[src/core/lxd_pkg.sv]
// package for the io-cycle to peripheral-bus decoder: field layouts, carriers, timing
// assumes one 50 MHz clock shared by the cycle front end and the decoder
package lxd_pkg;
   localparam int LXD_NUM_SEL = 4;
   localparam int LXD_ADDR_W = 16;
   localparam int LXD_DATA_W = 8;
   localparam int LXD_MODE_BIT = 0;
   localparam logic [7:0] LXD_SELREG_IDX = 8'hF0;
   localparam int LXD_QUAL_BIT = 6;
   localparam int LXD_M1_LO = 2;
   localparam int LXD_M2_LO = 4;
   localparam int LXD_TOP_LO = 12;
   localparam logic [3:0] LXD_TOP_ZERO = 4'h0;
   localparam int LXD_PW_LO = 1;
   localparam int LXD_PW_W = 3;
   localparam int LXD_CLK_NS = 20;
   localparam int LXD_SETUP_NS = 20;
   localparam int LXD_HOLD_NS = 20;
   localparam int LXD_SETUP_CYC = (LXD_SETUP_NS + LXD_CLK_NS - 1) / LXD_CLK_NS;
   localparam int LXD_HOLD_CYC = (LXD_HOLD_NS + LXD_CLK_NS - 1) / LXD_CLK_NS;
   localparam logic [LXD_PW_W:0] LXD_PW_MIN = 4'h1;

   typedef struct packed {
      logic [LXD_ADDR_W-1:0] addr;
      logic [LXD_DATA_W-1:0] wdata;
      logic write;
   } lxd_cycle_t;

   typedef struct packed {
      logic [7:0] hi;
      logic [7:0] lo;
      logic disable_sel;
      logic protect;
   } lxd_base_t;

   typedef struct packed {
      logic [LXD_NUM_SEL-1:0] sel;
      logic [7:0] hi;
      logic [7:0] lo;
      logic disable_sel;
      logic protect;
   } lxd_cfg_wr_t;
endpackage

[src/core/lxd_decoder.sv]
// io-cycle to peripheral-bus decoder: address match, chip selects, strobes, data path
// assumes a front end that presents one decoded io cycle as a start pulse and waits for done_o
`timescale 1ns/10ps
`default_nettype none
// Behaviour
// - up to four 8-bit peripherals, each spanning four port addresses in mode one, sixteen in mode two
// - mode one: four selects, two address lines; mode two: two selects, four
// - drive read strobe, write strobe and an 8-bit two-way data bus
// - each select comes from comparing cycle address with its base address
// - mode comes from bit 0 of the peripheral-bus selection register
// - mode one compares bits 15..2, passes bits 1..0 through
// - mode two compares bits 15..4, passes bits 3..0 through
// - a select is low only during its matching cycle
// - a match needs address bits 15..12 all zero when bit 6 of the global osc config register is set
// - strobes pulse only during a matching cycle
// - a disabled select never asserts
// - write-once protect bit, cleared only by power-on or hard reset
// - protect blocks writes to both base bytes and the disable bit
// - strobe pulse widths come from the selection register
module lxd_decoder
   import lxd_pkg::*;
#(
   parameter int NUM_SEL = LXD_NUM_SEL
)(
   input wire logic clock_i,
   input wire logic nrst_i,
   input wire logic en_i,
   input wire logic start_i,
   input wire lxd_cycle_t cycle_i,
   input wire logic [7:0] bus_sel_cfg_i,
   input wire logic [7:0] global_osc_config_reg_i,
   input wire logic cfg_we_i,
   input wire lxd_cfg_wr_t cfg_i,
   input wire logic [LXD_DATA_W-1:0] periph_data_i,
   output logic [LXD_DATA_W-1:0] periph_data_o,
   output logic periph_data_oe_o,
   output logic [NUM_SEL-1:0] periph_select_n_o,
   output logic [3:0] periph_addr_o,
   output logic periph_read_strobe_n_o,
   output logic periph_write_strobe_n_o,
   output logic hit_o,
   output logic done_o,
   output logic [LXD_DATA_W-1:0] rdata_o
);
   typedef enum logic [2:0] {ST_IDLE, ST_SETUP, ST_STROBE, ST_HOLD, ST_DONE} lxd_state_t;

   typedef struct packed {
      lxd_state_t st;
      logic [3:0] cnt;
      logic wr;
      logic [NUM_SEL-1:0] sel_n;
      logic [3:0] addr;
      logic rd_n;
      logic wr_n;
      logic [LXD_DATA_W-1:0] dout;
      logic oe;
      logic hit;
      logic done;
      logic [LXD_DATA_W-1:0] rdata;
   } lxd_dec_t;

   // idle image of the machine: selects and strobes high, bus released
   localparam lxd_dec_t DEC_IDLE = '{
      st: ST_IDLE,
      cnt: 4'h0,
      wr: 1'b0,
      sel_n: '1,
      addr: 4'h0,
      rd_n: 1'b1,
      wr_n: 1'b1,
      dout: 8'h00,
      oe: 1'b0,
      hit: 1'b0,
      done: 1'b0,
      rdata: 8'h00
   };

   lxd_dec_t s_q, s_d;
   lxd_base_t [LXD_NUM_SEL-1:0] base;

   lxd_base_regs u_regs (
      .clock_i(clock_i),
      .nrst_i(nrst_i),
      .en_i(en_i),
      .cfg_we_i(cfg_we_i),
      .cfg_i(cfg_i),
      .base_o(base)
   );

   // compare one base register against the cycle address under the chosen mode
   function automatic logic base_match(input lxd_base_t b, input logic [15:0] a,
                                       input logic mode2, input logic qual);
      logic [15:0] bv;
      logic hit;
      bv = {b.hi, b.lo};
      if (mode2) begin
         hit = (a[15:LXD_M2_LO] == bv[15:LXD_M2_LO]);
      end else begin
         hit = (a[15:LXD_M1_LO] == bv[15:LXD_M1_LO]);
      end
      // full qualification needs the upper nibble zero
      if (qual && (a[15:LXD_TOP_LO] != LXD_TOP_ZERO)) begin
         hit = 1'b0;
      end
      return hit && !b.disable_sel;
   endfunction

   logic mode2;
   logic qual;
   logic [NUM_SEL-1:0] match;
   logic [LXD_PW_W:0] pw;

   assign mode2 = bus_sel_cfg_i[LXD_MODE_BIT];
   assign qual = global_osc_config_reg_i[LXD_QUAL_BIT];
   // strobe width in cycles, from the selection register
   assign pw = {1'b0, bus_sel_cfg_i[LXD_PW_LO +: LXD_PW_W]} + LXD_PW_MIN;

   // in mode two only the first two selects exist
   genvar g;
   generate
      for (g = 0; g < NUM_SEL; g++) begin : g_match
         if (g < 2) begin : g_both
            assign match[g] = base_match(base[g], cycle_i.addr, mode2, qual);
         end else begin : g_m1
            assign match[g] = !mode2 && base_match(base[g], cycle_i.addr, mode2, qual);
         end
      end
   endgenerate

   always_comb begin
      s_d = s_q;
      s_d.done = 1'b0;
      unique case (s_q.st)
         ST_IDLE: begin
            // a start while busy is dropped unflagged, so the front end must wait for done_o
            if (start_i) begin
               s_d.hit = |match;
               if (|match) begin
                  // first match wins if bases overlap
                  for (int i = NUM_SEL - 1; i >= 0; i--) begin
                     if (match[i]) begin
                        s_d.sel_n = '1;
                        s_d.sel_n[i] = 1'b0;
                     end
                  end
                  // pass-through address bits
                  s_d.addr = mode2 ? cycle_i.addr[3:0] : {2'b00, cycle_i.addr[1:0]};
                  s_d.wr = cycle_i.write;
                  s_d.dout = cycle_i.wdata;
                  s_d.cnt = 4'(LXD_SETUP_CYC);
                  s_d.st = ST_SETUP;
               end else begin
                  // non-matching cycle: no strobe, finish at once
                  s_d.done = 1'b1;
               end
            end
         end
         ST_SETUP: begin
            // select and address settle before the strobe falls, so peripherals see a stable decode
            if (s_q.cnt > 4'h1) begin
               s_d.cnt = s_q.cnt - 4'h1;
            end else begin
               s_d.cnt = pw;
               s_d.rd_n = s_q.wr;
               s_d.wr_n = !s_q.wr;
               s_d.oe = s_q.wr;
               s_d.st = ST_STROBE;
            end
         end
         ST_STROBE: begin
            if (s_q.cnt > 4'h1) begin
               s_d.cnt = s_q.cnt - 4'h1;
            end else begin
               // sample read data as the strobe ends
               if (!s_q.wr) begin
                  s_d.rdata = periph_data_i;
               end
               s_d.rd_n = 1'b1;
               s_d.wr_n = 1'b1;
               s_d.oe = 1'b0;
               s_d.cnt = 4'(LXD_HOLD_CYC);
               s_d.st = ST_HOLD;
            end
         end
         ST_HOLD: begin
            if (s_q.cnt > 4'h1) begin
               s_d.cnt = s_q.cnt - 4'h1;
            end else begin
               s_d.sel_n = '1;
               s_d.st = ST_DONE;
            end
         end
         ST_DONE: begin
            s_d.done = 1'b1;
            s_d.st = ST_IDLE;
         end
         default: begin
            s_d.st = ST_IDLE;
         end
      endcase
   end

   // reset leaves every select and strobe high
   always_ff @(posedge clock_i or negedge nrst_i) begin
      if (!nrst_i) begin
         s_q <= DEC_IDLE;
      end else if (en_i) begin
         s_q <= s_d;
      end
   end

   assign periph_select_n_o = s_q.sel_n;
   assign periph_addr_o = s_q.addr;
   assign periph_read_strobe_n_o = s_q.rd_n;
   assign periph_write_strobe_n_o = s_q.wr_n;
   assign periph_data_o = s_q.dout;
   assign periph_data_oe_o = s_q.oe;
   assign hit_o = s_q.hit;
   assign done_o = s_q.done;
   assign rdata_o = s_q.rdata;
endmodule
`default_nettype wire

[src/core/lxd_base_regs.sv]
// four base-address registers with disable and write-once protect bits
// assumes config writes arrive as single-cycle strobes on the decoder clock
`timescale 1ns/10ps
`default_nettype none
module lxd_base_regs
   import lxd_pkg::*;
(
   input wire logic clock_i,
   input wire logic nrst_i,
   input wire logic en_i,
   input wire logic cfg_we_i,
   input wire lxd_cfg_wr_t cfg_i,
   output lxd_base_t [LXD_NUM_SEL-1:0] base_o
);
   typedef struct packed {
      lxd_base_t [LXD_NUM_SEL-1:0] base;
   } lxd_regs_t;

   lxd_regs_t s_q, s_d;

   always_comb begin
      s_d = s_q;
      for (int i = 0; i < LXD_NUM_SEL; i++) begin
         if (en_i && cfg_we_i && cfg_i.sel[i] && !s_q.base[i].protect) begin
            // protected registers ignore the whole write, disable bit included
            s_d.base[i].hi = cfg_i.hi;
            s_d.base[i].lo = cfg_i.lo;
            s_d.base[i].disable_sel = cfg_i.disable_sel;
            // set once: only reset clears it again
            s_d.base[i].protect = cfg_i.protect;
         end
      end
   end

   // nrst_i is the power-on / hard host reset
   always_ff @(posedge clock_i or negedge nrst_i) begin
      if (!nrst_i) begin
         s_q <= '0;
      end else begin
         s_q <= s_d;
      end
   end

   assign base_o = s_q.base;
endmodule
`default_nettype wire

[config.mk]
export PLATFORM = sky130hd
export DESIGN_NAME = lxd_decoder
export DESIGN_NICKNAME = d
export VERILOG_FILES = /design/src/core/lxd_pkg.sv /design/src/core/lxd_decoder.sv /design/src/core/lxd_base_regs.sv
export SDC_FILE = /design/constraint.sdc
export NUM_CORES = 1
export LEC_CHECK = 0
export ABC_AREA = 1
export BUFFER_PORTS_ARGS = -buffer_cell sky130_fd_sc_hd__buf_4
export CAP_MARGIN = 20
export CORE_MARGIN = 2
export CORE_UTILIZATION = 56
export CTS_BUF_LIST = sky130_fd_sc_hd__clkbuf_16
export DETAILED_ROUTE_END_ITERATION = 16
export GPL_TIMING_DRIVEN = 0
export PLACE_DENSITY_LB_ADDON = 0.08
export RECOVER_POWER = 50
export SYNTH_ARGS = -nofsm -noshare
export SYNTH_HDL_FRONTEND = slang
export SYNTH_SLANG_ARGS = --single-unit
export TNS_END_PERCENT = 20
[constraint.sdc]
create_clock -name clock_i -period 2.28 [get_ports clock_i]
set_clock_uncertainty 0.2 [all_clocks]
set_input_delay 0.456 -clock clock_i [delete_from_list [all_inputs] [get_ports clock_i]]
set_output_delay 0.456 -clock clock_i [all_outputs]
set_load 0.02 [all_outputs]
==> flow_metrics.env <==
export IMPL_worst_path_max_fanout=8
export IMPL_netlist_top_cell_by_area="dfrtp_1"
export IMPL_clk_latency_ns=0.34
export IMPL_holdCritPathClass="input port to flop"
export IMPL_netlist_top_cells_area="dfrtp_1 44%, nand2_1 17%, o21ai_0 7.3%"
export IMPL_netlist_area_sq_um=5360
export IMPL_timing_rr_end="rdata_o[6]$_DFFE_PN0P_"
export IMPL_final_nets=882
export IMPL_synth_xor_area_share_pct=2.78
export IMPL_hold_slack_ns=0.137
export IMPL_numCtsBuffers=9
export IMPL_synth_compound_area_share_pct=9.57
export IMPL_grt_pass1_vias=4456
export IMPL_grt_setup_unrepaired="no"
export IMPL_end_kind="flop"
export IMPL_required_ns=2.31
export IMPL_min_from="cycle_i[2]"
export IMPL_worstMarginPinSlew_ns=0.676
export IMPL_ant_nets=0
export IMPL_grt_usage_pct=27.0
export IMPL_overflow=0
export IMPL_cts_tree="done"
export IMPL_maxSlewHeadroom_pct=55.0
export IMPL_avgRoutedWirePerCell_microns=14.3
export IMPL_period_share_pct=92.8
export IMPL_die_area_sq_um=10400
export IMPL_crit_path_end="rdata_o[6]$_DFFE_PN0P_"
export IMPL_gp_congestion=0.962
export IMPL_diodes=0
export IMPL_r2r_start="s_q[30]$_DFFE_PN0P_"
export IMPL_yosysSeqAreaShare_pct=47.3
export IMPL_synth_top_family_by_area="simple AND/OR/NAND/NOR gates"
export IMPL_layout_drive_gt1_share_pct=21.8
export IMPL_path_clk_slew_ns=0.07
export IMPL_die_h_microns=102
export IMPL_path_class="flop to flop"
export IMPL_synthCells=701
export IMPL_worst_ep_arrival_time_ns=2.14
export IMPL_fp_coreArea_sq_um=9280
export IMPL_p_per_area_nw_per_um2=572
export IMPL_rows=35
export IMPL_post_route_min_period_ns=2.12
export IMPL_numPortBuffers=88
export IMPL_nFillCells=787
export IMPL_synth_cell_type_count=37
export IMPL_vias=4834
export IMPL_dpl_hpwl_microns=9870
export IMPL_r2r_setup_slack_ns=0.16
export IMPL_dr_pass1_iters=6
export IMPL_htreeDepth=3
export IMPL_reg2reg_depth=8
export IMPL_antenna_found_initial=0
export IMPL_irDropWorstVdd_v=0.000308
export IMPL_leakage_nw=3.42
export IMPL_initial_utilization_pct=57.8
export IMPL_synth_most_common_cell="nand2_1"
export IMPL_synth_async_sr_flop_share_pct=100
export IMPL_wl_microns=13400
export IMPL_instances_no_fill=937
export IMPL_synthAdderAreaFrac_pct=0.700
export IMPL_synth_edf_count=0
export IMPL_via_per_inst=5.16
export IMPL_max_freq_mhz=473
export IMPL_hold_viol_final=0
export IMPL_avgSynthCellArea_sq_um=7.65
export IMPL_setup_worst_path_start="s_q[30]$_DFFE_PN0P_"
export IMPL_yosys_area_share_simple_pct=26.2
export IMPL_ys_ff_latch=101
export IMPL_synth_nets=780
export IMPL_yosysWarningCount=0
export IMPL_crit_path_start_kind="flop"
export IMPL_drv_slew=0
export IMPL_synth_mux_area_share_pct=1.68
export IMPL_io_pins=105
export IMPL_die_x_microns=102
export IMPL_clockBufferDepth=2
export IMPL_grt_max_degree=54
export IMPL_finalSetupViolations=0
export IMPL_root_buffer="clkbuf_16"
export IMPL_netlist_top_cells_count="240 x nand2_1, 95 x dfrtp_1, 86 x inv_1, 78 x o21ai_0, 41 x nor2_1"
export IMPL_post_synth_top_area_fraction_pct=44.3
export IMPL_synth_top_flop_cell="dfrtp_1"
export IMPL_drc=0
export IMPL_cap_violations=0
export IMPL_area_growth_pct=21.8
export IMPL_cts_sinks=101
export IMPL_status="completed"
export IMPL_dp_cells=919
export IMPL_grt_pass1_wl_microns=21600
export IMPL_drt_initial_drc_count=261
==> registers in the layout, summed over array words and instances, names as in the netlist <==
signal and flops:
periph_data_o 8, periph_read_strobe_n_o 1, u_regs.base_o 64, s_q 8, done_o 1, periph_data_oe_o 1, hit_o 1, periph_addr_o 4
periph_write_strobe_n_o 1, rdata_o 8, periph_select_n_o 4
==> logic make-up (layout without fill, tap and decap cells) <==
logic type      after synthesis  count (layout)
compound gates               98              98
xor+xnor                     17              17
fa+ha+maj                     3               3
buf+inv                     139             246
flops                       101             101
mux                           8               8
simple gates                335             335
==> worst max-delay path, cell delays in order (launching register included) <==
cell	delay, ns
dfrtp_1	0.43
inv_1	0.10
ha_1	0.18
nor2_1	0.08
nor3_4	0.26
inv_2	0.14
nor2_4	0.13
nand3_4	0.15
mux2_2	0.31
==> cells in the final DEF, fill, tap and decap left out, types with 6 or more instances in the layout <==
cell type / count
buf_4: 111
clkbuf_1: 15
clkbuf_16: 9
dfrtp_1: 95
dfstp_2: 6
inv_1: 86
inv_2: 11
mux2_2: 8
nand2_1: 240
nand3_1: 25
nand4_1: 8
nor2_1: 41
nor2_2: 6
o21ai_0: 78
xnor2_1: 12
==> layer usage <==
metal / wire, microns / vias up / share of wire (%) / global-route usage, %
li1: - / 2356 / - / -
met1: 5750 / 2278 / 43 / 36.5
met2: 6470 / 172 / 48 / 44.9
met3: 859 / 28 / 6.4 / 4.86
met4: 323 / 0 / 2.4 / 8.31
met5: 0 / - / 0 / 0
==> per-stage QoR <==
stage	util [%]	TNS, ns	setup slack (ns)	power (mW)	area [sq um]
floorplan	-	0	0.337	2.02	5360
global placement	66.6	0	0.0502	2.20	6180
detailed placement	66.9	-0.362	-0.0544	2.22	6210
CTS	70.2	0	0.0224	3.72	6520
global route	70.3	0	0.0236	3.89	6530
finish	70.3	0	0.165	3.73	6530
==> area by class of cell <==
type,instances,area (sq um),share of cell area [%]
Inverter,97,364,5.58
Sequential cell,101,2530,38.8
Tap cell,129,161,2.47
Clock buffer,9,225,3.45
Multi-Input combinational cell,461,2210,33.9
Timing Repair Buffer,91,694,10.6
Buffer,42,270,4.14
Clock inverter,7,67.6,1.03
==> report_power, final <==
part / internal [mW] / leakage, nW / total, mW / switching (mW)
registers: 1.80 / 1.36 / 1.81 / 0.0117
clock network: 0.845 / 0.143 / 1.52 / 0.675
logic: 0.164 / 1.92 / 0.402 / 0.237
==> how the worst min path moves through the flow <==
stage,cells past startpoint,end
2_1_floorplan,0,done_o$_DFFE_PN0P_
3_3_place_gp,2,u_regs.base_o[54]$_DFFE_PN0P_
3_5_place_dp,2,u_regs.base_o[18]$_DFFE_PN0P_
4_1_cts,3,periph_data_o[1]$_DFFE_PN0P_
5_1_grt,2,rdata_o[0]$_DFFE_PN0P_
6_report,3,periph_data_o[1]$_DFFE_PN0P_
==> timing repair <==
item / 4_1_cts / 5_1_grt
resized for setup: 1 / 3
hold endpoints to repair: 46 / 0
hold buffers: 1 / 0
pin swaps: 0 / 1
endpoints found under the setup margin: 8 / 12
setup buffers: 0 / 1
Power figures use the tool's default switching activity.
